<file path="src/design/lcm_defines.svh">
`ifndef LCM_DEFINES_SVH
`define LCM_DEFINES_SVH

// ----------------------------------------
// Register addresses
// ----------------------------------------
`define LCM_ADDR_CONFIG_CONTROL      32'hE000_ED14
`define LCM_ADDR_CACHE_SIZE_ID       32'hE000_ED80
`define LCM_ADDR_CACHE_SIZE_SELECT   32'hE000_ED84
`define LCM_ADDR_IC_INV_ALL          32'hE000_EF50
`define LCM_ADDR_IC_INV_ADDR         32'hE000_EF58
`define LCM_ADDR_DC_INV_SETWAY       32'hE000_EF60
`define LCM_ADDR_DC_CLEAN_UNIFY      32'hE000_EF64
`define LCM_ADDR_DC_CLEAN_COHERENT   32'hE000_EF68
`define LCM_ADDR_INST_TCM_CONTROL    32'hE000_EF90
`define LCM_ADDR_DATA_TCM_CONTROL    32'hE000_EF94
`define LCM_ADDR_PERIPH_PORT_CONTROL 32'hE000_EF98
`define LCM_ADDR_AUX_CACHE_CONTROL   32'hE000_EF9C
`define LCM_ADDR_SLAVE_PORT_CONTROL  32'hE000_EFA0
`define LCM_ADDR_AUX_BUS_FAULT_STAT  32'hE000_EFA8

// ----------------------------------------
// Field positions and masks
// ----------------------------------------
`define LCM_DATA_CACHE_ENABLE_BIT_BIT       16
`define LCM_INST_CACHE_ENABLE_BIT_BIT       17
`define LCM_CSSEL_IND_BIT    0
`define LCM_SETWAY_MASK      32'hC000_3FE0
`define LCM_TCM_RW_MASK      32'h0000_0007
`define LCM_TCM_EN_BIT       0
`define LCM_AHBP_RW_MASK     32'h0000_0001
`define LCM_AHBP_EN_BIT      0
`define LCM_AUX_CACHE_CONTROL_RW_MASK     32'h0000_0007
`define LCM_AUX_BUS_FAULT_STATUS_MAINT_BIT  0

// ----------------------------------------
// Reset values
// ----------------------------------------
`define LCM_RST_ZERO         32'h0000_0000
`define LCM_RST_SLAVE_PORT   32'h0000_0800
`define LCM_RST_AUX_CACHE_CONTROL_NO_ECC  32'h0000_0002

// ----------------------------------------
// Cache geometry (size identification)
// ----------------------------------------
`define LCM_DC_LINE_CODE     3'h1
`define LCM_DC_ASSOC_M1      10'h003
`define LCM_DC_SETS_M1       15'h00FF
`define LCM_IC_LINE_CODE     3'h1
`define LCM_IC_ASSOC_M1      10'h001
`define LCM_IC_SETS_M1       15'h00FF
`define LCM_CACHE_SIZE_ID_PAD       4'h0

// ----------------------------------------
// Maintenance pipeline
// ----------------------------------------
`define LCM_OP_LATENCY       4

`endif

</file>
<file path="src/design/lcm_pkg.sv">
package lcm_pkg;

  typedef enum logic [1:0] {
    LCM_BAR_IDLE = 2'h0,
    LCM_BAR_WAIT = 2'h1,
    LCM_BAR_DONE = 2'h3
  } lcm_barrier_type;

  typedef enum logic [2:0] {
    LCM_OP_NONE           = 3'h0,
    LCM_OP_IC_INV_ALL     = 3'h1,
    LCM_OP_IC_INV_ADDR    = 3'h2,
    LCM_OP_DC_INV_SETWAY  = 3'h3,
    LCM_OP_DC_CLEAN_UNIFY = 3'h4,
    LCM_OP_DC_CLEAN_COHER = 3'h5
  } lcm_op_type;

endpackage

</file>
<file path="src/design/l1_cache_maint_ctrl.sv">
`include "lcm_defines.svh"

// How it works
// - Set/way walk; select reads data or instruction geometry.
// - Size word packs line, ways, sets.
// - Any write invalidates whole instruction cache.
// - Control bits 16/17 enable data/instruction caches.
// - Maintenance faults reported asynchronously.
// - No hard fault escalation when handler enabled.
// - Barrier completes only after ops finish.
// - Maintenance ops complete in issue order.
// - Tight memory controls at consecutive words, zero reset.
// - Port controls reset zero and 0x800.
// - Aux bus fault status resets to zero.
// - Unprivileged access raises bus fault.
// - Set/way takes way [31:30], set [13:5].
// - Tight memory disabled routes to AXI.
// - Maintenance registers read zero; only invalidate-all ignores data.
module l1_cache_maint_ctrl (
  input  wire logic        clk,
  input  wire logic        rstn,
  input  wire logic        ppbSel,
  input  wire logic        ppbWrite,
  input  wire logic        ppbPriv,
  input  wire logic [31:0] ppbAddr,
  input  wire logic [31:0] ppbWdata,
  output logic      [31:0] ppbRdata,
  output logic             ppbFault,
  input  wire logic        eccConfigured,
  input  wire logic        busFaultHandlerEn,
  input  wire logic        maintErr,
  input  wire logic        barrierReq,
  output logic             cmdValid,
  output logic      [2:0]  cmdKind,
  output logic      [31:0] cmdAddr,
  output logic             dcacheEnable,
  output logic             icacheEnable,
  output logic             itcmEnable,
  output logic             dtcmEnable,
  output logic             periphPortEnable,
  output logic             barrierDone,
  output logic             loadStoreHold,
  output logic             bus_fault_exception,
  output logic             hard_fault_exception
);

  // ----------------------------------------
  // Reset release
  // ----------------------------------------
  logic rstMeta_reg;
  logic rstSync_reg;
  logic rstN;

  always_ff @(posedge clk or negedge rstn) begin
    if (!rstn) begin
      rstMeta_reg <= 1'b0;
      rstSync_reg <= 1'b0;
    end else begin
      rstMeta_reg <= 1'b1;
      rstSync_reg <= rstMeta_reg;
    end
  end

  assign rstN = rstSync_reg;

  // ----------------------------------------
  // Declarations
  // ----------------------------------------
  logic                     dcEn_reg;
  logic                     icEn_reg;
  logic                     csselInst_reg;
  logic [31:0]              itcm_reg;
  logic [31:0]              dtcm_reg;
  logic [31:0]              ahbp_reg;
  logic [31:0]              aux_cache_control_reg;
  logic [31:0]              slave_port_control_reg;
  logic [31:0]              aux_bus_fault_status_reg;
  logic                     strapDone_reg;
  logic [31:0]              rdata_reg;
  logic                     privFault_reg;
  logic                     cmdValid_reg;
  logic [2:0]               cmdKind_reg;
  logic [31:0]              cmdAddr_reg;
  logic                     barDone_reg;
  logic                     hold_reg;
  logic                     bus_fault_exception_reg;
  logic                     hard_fault_exception_reg;
  lcm_pkg::lcm_barrier_type bar_reg;
  lcm_pkg::lcm_barrier_type bar_next;
  lcm_pkg::lcm_op_type      opKind;

  // ----------------------------------------
  // Address decode
  // ----------------------------------------
  wire        wrEn         = ppbSel & ppbWrite & ppbPriv;
  wire        rdEn         = ppbSel & ~ppbWrite & ppbPriv;
  wire        unprivAcc    = ppbSel & ~ppbPriv;
  wire        hitCcr       = ppbAddr == `LCM_ADDR_CONFIG_CONTROL;
  wire        hitCcsidr    = ppbAddr == `LCM_ADDR_CACHE_SIZE_ID;
  wire        hitCssel     = ppbAddr == `LCM_ADDR_CACHE_SIZE_SELECT;
  wire        hitIcInvAll  = ppbAddr == `LCM_ADDR_IC_INV_ALL;
  wire        hitIcInvAddr = ppbAddr == `LCM_ADDR_IC_INV_ADDR;
  wire        hitDcInvSw   = ppbAddr == `LCM_ADDR_DC_INV_SETWAY;
  wire        hitDcClnU    = ppbAddr == `LCM_ADDR_DC_CLEAN_UNIFY;
  wire        hitDcClnC    = ppbAddr == `LCM_ADDR_DC_CLEAN_COHERENT;
  wire        hitItcm      = ppbAddr == `LCM_ADDR_INST_TCM_CONTROL;
  wire        hitDtcm      = ppbAddr == `LCM_ADDR_DATA_TCM_CONTROL;
  wire        hitAhbp      = ppbAddr == `LCM_ADDR_PERIPH_PORT_CONTROL;
  wire        hitCacr      = ppbAddr == `LCM_ADDR_AUX_CACHE_CONTROL;
  wire        hitAhbscr    = ppbAddr == `LCM_ADDR_SLAVE_PORT_CONTROL;
  wire        hitAbfsr     = ppbAddr == `LCM_ADDR_AUX_BUS_FAULT_STAT;
  wire        maintHit     = hitIcInvAll | hitIcInvAddr | hitDcInvSw | hitDcClnU | hitDcClnC;
  wire        opIssue      = wrEn & maintHit;

  // ----------------------------------------
  // Maintenance command build
  // ----------------------------------------
  assign opKind = hitIcInvAll  ? lcm_pkg::LCM_OP_IC_INV_ALL :
                  hitIcInvAddr ? lcm_pkg::LCM_OP_IC_INV_ADDR :
                  hitDcInvSw   ? lcm_pkg::LCM_OP_DC_INV_SETWAY :
                  hitDcClnU    ? lcm_pkg::LCM_OP_DC_CLEAN_UNIFY :
                  hitDcClnC    ? lcm_pkg::LCM_OP_DC_CLEAN_COHER :
                                 lcm_pkg::LCM_OP_NONE;

  // Way and set only, reserved bits dropped
  wire [31:0] setWayAddr   = ppbWdata & `LCM_SETWAY_MASK;
  // Invalidate-all ignores its data
  wire [31:0] opAddr       = hitIcInvAll ? `LCM_RST_ZERO :
                             hitDcInvSw  ? setWayAddr : ppbWdata;

  // ----------------------------------------
  // Size identification word
  // ----------------------------------------
  wire [31:0] ccsidrData   = csselInst_reg ?
                             {`LCM_CACHE_SIZE_ID_PAD, `LCM_IC_SETS_M1, `LCM_IC_ASSOC_M1, `LCM_IC_LINE_CODE} :
                             {`LCM_CACHE_SIZE_ID_PAD, `LCM_DC_SETS_M1, `LCM_DC_ASSOC_M1, `LCM_DC_LINE_CODE};

  wire [31:0] ccrData      = (32'(dcEn_reg) << `LCM_DATA_CACHE_ENABLE_BIT_BIT) | (32'(icEn_reg) << `LCM_INST_CACHE_ENABLE_BIT_BIT);
  wire [31:0] csselData    = 32'(csselInst_reg) << `LCM_CSSEL_IND_BIT;

  // ----------------------------------------
  // Read data select
  // ----------------------------------------
  // Write-only maintenance addresses fall to zero
  wire [31:0] rdataNext    = !rdEn     ? `LCM_RST_ZERO :
                             hitCcr    ? ccrData :
                             hitCcsidr ? ccsidrData :
                             hitCssel  ? csselData :
                             hitItcm   ? itcm_reg :
                             hitDtcm   ? dtcm_reg :
                             hitAhbp   ? ahbp_reg :
                             hitCacr   ? aux_cache_control_reg :
                             hitAhbscr ? slave_port_control_reg :
                             hitAbfsr  ? aux_bus_fault_status_reg :
                                         `LCM_RST_ZERO;

  // ----------------------------------------
  // In-order completion tracking
  // ----------------------------------------
  logic pipeDone;
  logic pipeEmpty;

  lcm_op_pipe uPipe (
    .clk   (clk),
    .rstN  (rstN),
    .issue (opIssue),
    .done  (pipeDone),
    .empty (pipeEmpty)
  );

  wire maintFault = pipeDone & maintErr;

  // ----------------------------------------
  // Barrier sequencing
  // ----------------------------------------
  always_comb begin
    bar_next = bar_reg;
    case (bar_reg)
      lcm_pkg::LCM_BAR_IDLE: begin
        if (barrierReq) begin
          bar_next = lcm_pkg::LCM_BAR_WAIT;
        end
      end
      lcm_pkg::LCM_BAR_WAIT: begin
        if (pipeEmpty && !opIssue) begin
          bar_next = lcm_pkg::LCM_BAR_DONE;
        end
      end
      lcm_pkg::LCM_BAR_DONE: begin
        bar_next = lcm_pkg::LCM_BAR_IDLE;
      end
      default: begin
        bar_next = lcm_pkg::LCM_BAR_IDLE;
      end
    endcase
  end

  always_ff @(posedge clk or negedge rstN) begin
    if (!rstN) begin
      bar_reg     <= lcm_pkg::LCM_BAR_IDLE;
      barDone_reg <= 1'b0;
      hold_reg    <= 1'b0;
    end else begin
      bar_reg     <= bar_next;
      barDone_reg <= bar_next == lcm_pkg::LCM_BAR_DONE;
      hold_reg    <= bar_next == lcm_pkg::LCM_BAR_WAIT;
    end
  end

  // ----------------------------------------
  // Cache enables and size select
  // ----------------------------------------
  always_ff @(posedge clk or negedge rstN) begin
    if (!rstN) begin
      dcEn_reg      <= 1'b0;
      icEn_reg      <= 1'b0;
      csselInst_reg <= 1'b0;
    end else begin
      if (wrEn && hitCcr) begin
        dcEn_reg <= ppbWdata[`LCM_DATA_CACHE_ENABLE_BIT_BIT];
        icEn_reg <= ppbWdata[`LCM_INST_CACHE_ENABLE_BIT_BIT];
      end
      if (wrEn && hitCssel) begin
        csselInst_reg <= ppbWdata[`LCM_CSSEL_IND_BIT];
      end
    end
  end

  // ----------------------------------------
  // Access control bank
  // ----------------------------------------
  always_ff @(posedge clk or negedge rstN) begin
    if (!rstN) begin
      itcm_reg   <= `LCM_RST_ZERO;
      dtcm_reg   <= `LCM_RST_ZERO;
      ahbp_reg   <= `LCM_RST_ZERO;
      slave_port_control_reg <= `LCM_RST_SLAVE_PORT;
    end else begin
      if (wrEn && hitItcm) begin
        itcm_reg <= ppbWdata & `LCM_TCM_RW_MASK;
      end
      if (wrEn && hitDtcm) begin
        dtcm_reg <= ppbWdata & `LCM_TCM_RW_MASK;
      end
      if (wrEn && hitAhbp) begin
        ahbp_reg <= ppbWdata & `LCM_AHBP_RW_MASK;
      end
      if (wrEn && hitAhbscr) begin
        slave_port_control_reg <= ppbWdata;
      end
    end
  end

  // Strap is taken on the first edge after release
  always_ff @(posedge clk or negedge rstN) begin
    if (!rstN) begin
      aux_cache_control_reg      <= `LCM_RST_ZERO;
      strapDone_reg <= 1'b0;
    end else begin
      strapDone_reg <= 1'b1;
      if (!strapDone_reg) begin
        aux_cache_control_reg <= eccConfigured ? `LCM_RST_ZERO : `LCM_RST_AUX_CACHE_CONTROL_NO_ECC;
      end else if (wrEn && hitCacr) begin
        aux_cache_control_reg <= ppbWdata & `LCM_AUX_CACHE_CONTROL_RW_MASK;
      end
    end
  end

  // ----------------------------------------
  // Fault status and reporting
  // ----------------------------------------
  always_ff @(posedge clk or negedge rstN) begin
    if (!rstN) begin
      aux_bus_fault_status_reg <= `LCM_RST_ZERO;
    end else if (wrEn && hitAbfsr) begin
      // Hardware set wins over a same-cycle write
      aux_bus_fault_status_reg <= ppbWdata | (32'(maintFault) << `LCM_AUX_BUS_FAULT_STATUS_MAINT_BIT);
    end else if (maintFault) begin
      aux_bus_fault_status_reg[`LCM_AUX_BUS_FAULT_STATUS_MAINT_BIT] <= 1'b1;
    end
  end

  always_ff @(posedge clk or negedge rstN) begin
    if (!rstN) begin
      privFault_reg <= 1'b0;
      bus_fault_exception_reg  <= 1'b0;
      hard_fault_exception_reg <= 1'b0;
    end else begin
      privFault_reg <= unprivAcc;
      bus_fault_exception_reg  <= maintFault & busFaultHandlerEn;
      hard_fault_exception_reg <= maintFault & ~busFaultHandlerEn;
    end
  end

  // ----------------------------------------
  // Command pulse and read data
  // ----------------------------------------
  always_ff @(posedge clk or negedge rstN) begin
    if (!rstN) begin
      cmdValid_reg <= 1'b0;
      cmdKind_reg  <= lcm_pkg::LCM_OP_NONE;
      cmdAddr_reg  <= `LCM_RST_ZERO;
      rdata_reg    <= `LCM_RST_ZERO;
    end else begin
      cmdValid_reg <= opIssue;
      cmdKind_reg  <= opIssue ? opKind : lcm_pkg::LCM_OP_NONE;
      cmdAddr_reg  <= opIssue ? opAddr : `LCM_RST_ZERO;
      rdata_reg    <= rdataNext;
    end
  end

  // ----------------------------------------
  // Outputs
  // ----------------------------------------
  assign ppbRdata         = rdata_reg;
  assign ppbFault         = privFault_reg;
  assign cmdValid         = cmdValid_reg;
  assign cmdKind          = cmdKind_reg;
  assign cmdAddr          = cmdAddr_reg;
  assign dcacheEnable     = dcEn_reg;
  assign icacheEnable     = icEn_reg;
  // Disabled region goes to the AXI master
  assign itcmEnable       = itcm_reg[`LCM_TCM_EN_BIT];
  assign dtcmEnable       = dtcm_reg[`LCM_TCM_EN_BIT];
  assign periphPortEnable = ahbp_reg[`LCM_AHBP_EN_BIT];
  assign barrierDone      = barDone_reg;
  assign loadStoreHold    = hold_reg;
  assign bus_fault_exception         = bus_fault_exception_reg;
  assign hard_fault_exception        = hard_fault_exception_reg;

endmodule

</file>
<file path="src/design/lcm_op_pipe.sv">
`include "lcm_defines.svh"

module lcm_op_pipe (
  input  wire logic clk,
  input  wire logic rstN,
  input  wire logic issue,
  output logic      done,
  output logic      empty
);

  logic [`LCM_OP_LATENCY-1:0] stage_reg;

  // ----------------------------------------
  // Fixed-latency in-order op tracking
  // ----------------------------------------
  genvar g;
  generate
    for (g = 0; g < `LCM_OP_LATENCY; g = g + 1) begin : gStage
      always_ff @(posedge clk or negedge rstN) begin
        if (!rstN) begin
          stage_reg[g] <= 1'b0;
        end else if (g == 0) begin
          stage_reg[g] <= issue;
        end else begin
          stage_reg[g] <= stage_reg[(g == 0) ? 0 : g - 1];
        end
      end
    end
  endgenerate

  assign done  = stage_reg[`LCM_OP_LATENCY-1];
  assign empty = ~|stage_reg;

endmodule

</file>
<file path="config.mk">
export PLATFORM = sky130hd
export DESIGN_NAME = l1_cache_maint_ctrl
export DESIGN_NICKNAME = d
export VERILOG_FILES = /design/src/design/lcm_pkg.sv /design/src/design/l1_cache_maint_ctrl.sv /design/src/design/lcm_op_pipe.sv
export VERILOG_INCLUDE_DIRS = /design/src /design/src/design
export SDC_FILE = /design/constraint.sdc
export NUM_CORES = 1
export LEC_CHECK = 0
export ABC_AREA = 1
export BUFFER_PORTS_ARGS = -buffer_cell sky130_fd_sc_hd__buf_4
export CAP_MARGIN = 0
export CORE_MARGIN = 10
export CORE_UTILIZATION = 58
export CTS_CLUSTER_DIAMETER = 50
export DETAILED_ROUTE_END_ITERATION = 12
export GPL_ROUTABILITY_DRIVEN = 0
export PLACE_DENSITY = 0.85
export SLEW_MARGIN = 20
export SYNTH_ARGS = -nofsm -noshare
export SYNTH_HDL_FRONTEND = slang
export SYNTH_SLANG_ARGS = --single-unit
export TNS_END_PERCENT = 1
</file>
<file path="constraint.sdc">
create_clock -name clk -period 12.9 [get_ports clk]
set_input_delay 0.645 -clock clk [delete_from_list [all_inputs] [get_ports clk]]
set_output_delay 0.645 -clock clk [all_outputs]
set_load 0.05 [all_outputs]
</file>
Word level (Yosys, flattened, before mapping). Index checks and enable logic that the tools add are counted.

Add/sub/neg operators: 0. $mul: 0. Divide/modulo/power cells: 0. Order comparisons: 0. Equal/unequal tests: 18. Shift-type cells: 0. Muxes and demuxes: 28. Bitwise logic cells: 18. Reductions and logical operators: 14.

Operators with widths (count): 32-bit == test (second input constant) (14); 32-bit 2-to-1 mux (14); 32-bit by 1-bit OR with 32-bit output (1); 30-bit 2-to-1 mux (1); 3-bit 2-to-1 mux (6); 17-bit by 18-bit OR with 18-bit output (1); 1-bit bitwise AND (9); 1-bit logical AND (9); 2-bit 2-to-1 mux (3); 5-bit 2-to-1 mux (1); 2-bit by 1-bit == test with 1-bit output (second input constant) (2); 1-bit OR (4); 2-bit case mux with 2 select lines (1); 4-bit OR reduction (1); 1-bit NOT (3); 2-bit == test (second input constant) (1); 1-bit logical NOT (2); 2-bit logical NOT (1); 1-bit 2-to-1 mux (2); 2-bit by 1-bit != test with 1-bit output (second input constant) (1); 2-bit nonzero test (1).

Bits in registers: 187. Latch bits: 0. Bits in writable memories: 0. Memory bits (read-only): 0. Bits of input ports: 73. Output and inout port bits: 78. Word-level logic and storage cells: 104. Memories kept: 0.

Logic depth before layout (Yosys ltp).
Word-level depth: 11. Mapped depth: 13. Gate-level depth less buffers: 13.

Modules after synthesis. From an unflattened synthesis, not the netlist that was laid out.

Cells, all modules: 717. Area, all modules: 6690.2 µm².

By module, submodules not included: l1_cache_maint_ctrl (instances 1, cells each 706, area an instance 6563.8 µm², sequential area each 3880.0 µm²); lcm_op_pipe (instances 1, cells each 11, area an instance 126.4 µm², sequential area each 100.1 µm²).

Least setup slack after synthesis. No wires, ideal clock.

Kind: input to register. Start point: input port ppbAddr[12]. End point: register rdata_reg[11] (netlist: ppbRdata[11]). Setup time: 0.121 ns. Data arrival time: 1.803 ns. Data required time: 12.779 ns. Setup slack: 10.976 ns. Stages: 13. Buffers on the path: 1. Cell sequence: inv_1 > nand2_1 > nor2_2 > nand2_4 > inv_2 > nand2_1 > nor2_2 > nand2_1 > inv_2 > nor2_1 > nand4_2 > buf_6 > nor2_1.

Longest elaborated chain between the ends: 11. Elaborated cells between the ends (all ways): 19. Those cells by class: 9 x eq/ne; 10 x mux.

RTL lines: from (decl) (line l1_cache_maint_ctrl.sv:25) `input wire logic [31:0] ppbAddr,`; 32-bit == test (no source line); 32-bit 2-to-1 mux (no source line) (8 in series); 32-bit 2-to-1 mux (no source line) (*) (2 in series); via rdataNext[11] (line l1_cache_maint_ctrl.sv:145) `` wire [31:0] rdataNext = !rdEn ? `LCM_RST_ZERO : ``; to (signal assigned) (line l1_cache_maint_ctrl.sv:303) `` rdata_reg <= `LCM_RST_ZERO; ``; to (signal assigned) (line l1_cache_maint_ctrl.sv:308) `rdata_reg <= rdataNext;`; to (decl) (line l1_cache_maint_ctrl.sv:79) `logic [31:0] rdata_reg;`.

The timed path passes the listed nets; every way through them passes the cells marked *. A chain may end at the register's enable or synchronous reset.

Final worst setup path.
Start point: input port ppbAddr[4]. End point: register slave_port_control_reg[26].

Longest elaborated chain between the ends: 2.

RTL lines: 32-bit == test (no source line); 1-bit logical AND (line l1_cache_maint_ctrl.sv:248) `if (wrEn && hitAhbscr) begin`; to (signal assigned) (line l1_cache_maint_ctrl.sv:237) `` slave_port_control_reg <= `LCM_RST_SLAVE_PORT; ``; to (signal assigned) (line l1_cache_maint_ctrl.sv:249) `slave_port_control_reg <= ppbWdata;`; to (decl) (line l1_cache_maint_ctrl.sv:76) `logic [31:0] slave_port_control_reg;`.

Every way passes these cells.

==> metrics <==
Via density 5.37; mapped cell area 0.00681 mm²; via count 5696; routed length per instance 16.8 µm; clock-pin slew on the worst setup and hold paths 0.06 ns; Die Wd 128 µm; Final setup viols 0; area grow syn2layout 26.8%; CP Buf/Inv Count 2; routed wire length 17800 µm; H-tree depth 4; Final Critical Period 2.62 ns; post-synthesis cell count 755; top cell type's share of synthesized area 57.7%; worst path required time 13.18 ns; final hold slack 0.321 ns; Yosys cell types 37; R2R setup slack 10.78 ns; I/O Buffers 150; Final WS setup 10.28 ns; clock buffer depth 2; R2R depth 2; Max-cap violations 0; CTS tree built; CTS Sinks 158; Final #Nets 977; adder-cell share of the synthesized area 0%; #FFs+latches synth 158; status complete, no violations; Post-Synth Simple-Gate Area 24.6%; ANT cells 0; layout cells sized above 1 27.5%; Post-synth EDFFs 0; Critical Path AT 2.90 ns; most common cell in the netlist nand2_1; Worst Setup SP ppbAddr[4]; Reg-to-Reg Start rstN; mux cell area share after synthesis 0.147%; vias in the first global route 5863; initial antenna violation count 0; Setup crit end kind register; pin count of the biggest net entering global routing 65; average size of a mapped cell 9.03 µm²; first-pass GRT wire length 29100 µm; Final Slew Violations 0; most common library cells after synthesis 198 x nand2_1, 157 x dfrtp_1, 78 x inv_1, 75 x nor2_1, 58 x o21ai_1; initial drt markers 587; DRC Markers 0; pwr dens 129 mW/mm²; worst hold path class register to async pin; Sum Neg Setup Slack 0 ns; Setup CP Type primary input to register; Tightest Pin Transition 1.08 ns; synth top area cells dfrtp_1 58%, nand2_1 11%, inv_1 4.3%; Final Hold Viols 0; Yosys warnings 0; CP top delay family simple AND/OR/NAND/NOR gates; pre-CTS WS 9.55 ns; CP max stage delay 0.70 ns; Slew HR 28.1%; slowest library cell on the worst path nor3_4; asr flop ratio synth 100%; Starting Density 59.4%; worst skew pair latency 0.43 ns; final period utilization 20.3%; Congestion Overflow GR 0; drt first pass iters 6; Critical Path Most Common Cell nand2_1; CP Cell Sequence buf_4 -> inv_1 -> nand2_1 -> nor2_4 -> nand2_1 -> nor3_4 -> nand2_4 -> nand2_1 -> o21ai_2; Root Driver clkbuf_16; total track usage 22.2%; Synth Area in XOR/XNOR 0%; die height 128 µm; post-CTS resize count 0; Util after Layout 75.4%; Peak Freq 382 MHz; skew final 0.00741 ns; DIE AREA 0.0165 mm²; Setup crit start kind primary input; IO Pins 151; leakage 4.61 nW; instance count on the critical path 9; antenna-violating nets left 0; Rows 39; area leader, netlist dfrtp_1; Num CTS Buffers 17; peak supply drop 188 µV; CP max FO 64; RSZ-0062 raised after global routing false; Synth Flop Type dfrtp_1; HPWL Detailed 12200 µm; Core ar. 0.0115 mm²; post-synthesis sequential area ratio 58.0%; post-synthesis compound-gate area fraction 9.93%; largest family of logic cells by synthesized area simple AND/OR/NAND/NOR gates; Final Power 0.00111 W
[area by class of cell]
type                    instances  area [µm²]
multi-input cells             487        2370
flip-flops and latches        158        3960
repair buffers                157        1180
clock inverters                10         161
clock buffers                  22         474
fillers                       795        2830
well taps                     143         179
inverters                      83         312
[layer usage]
layer	part of all wire (%)	vias up	GRT usage [%]
li1	-	2693	-
met1	38	2723	25.1
met2	50	236	37.3
met3	8.7	44	7.64
met4	2.4	0	9.67
met5	0	-	0
[placed cells by master (no fill, tap or decap), types with 2 or more instances in the layout]
master      instances
bufinv_16           4
nor2_2             18
o21ai_1            58
nand3_1            27
o21ai_0            26
a31oi_1             3
nor3_4              2
o21ai_2            11
clkbuf_16          17
nand4_1             7
nand2_2             4
nor2_1             75
nand2_1           198
inv_2               5
nor3_1              5
clkbuf_8            3
dfrtp_1           156
a21oi_1            12
nand3b_1            3
a22o_1              6
clkbuf_1            2
nor2_4              4
clkinvlp_4          3
conb_1              2
clkinv_2            2
inv_1              78
nor3_2             13
buf_4             156
nand2_4             4
[cell families (layout without fill, tap and decap cells)]
group / after synthesis / in the layout
simple gates: 365 / 365
flops: 158 / 158
compound gates: 119 / 119
buf+inv: 111 / 272
other cells: 1 / 2
mux: 1 / 1
[metrics by stage]
stage,area (µm²),instances
after floorplan,6820,756
after global placement,7990,1027
after detailed placement,7990,1027
after CTS,8640,1060
after global routing,8640,1060
final,8640,1060
[report_power, final]
| part | total (W) | internal, W | switching [W] |
|---|---|---|---|
| Sequential | 0.000509 | 0.000503 | 0.00000576 |
| Combinational | 0.0000722 | 0.0000268 | 0.0000454 |
| Clock | 0.000531 | 0.000339 | 0.000192 |
[worst paths after layout]
kind | to
worst max register to register | slave_port_control_reg[9]
worst min register to register | ppbRdata[18]
worst max-delay path | slave_port_control_reg[26]
max in group asynchronous | slave_port_control_reg[9]
min in group clk | rstN
worst min-delay path | ppbRdata[18]
[timing repair]
item	in CTS	in global routing
setup endpoints to repair	0	0
setup buffers	0	0
hold buffers	1	0
endpoints found under the hold margin	2	0
No activity file was read; power rests on OpenSTA's default activity.
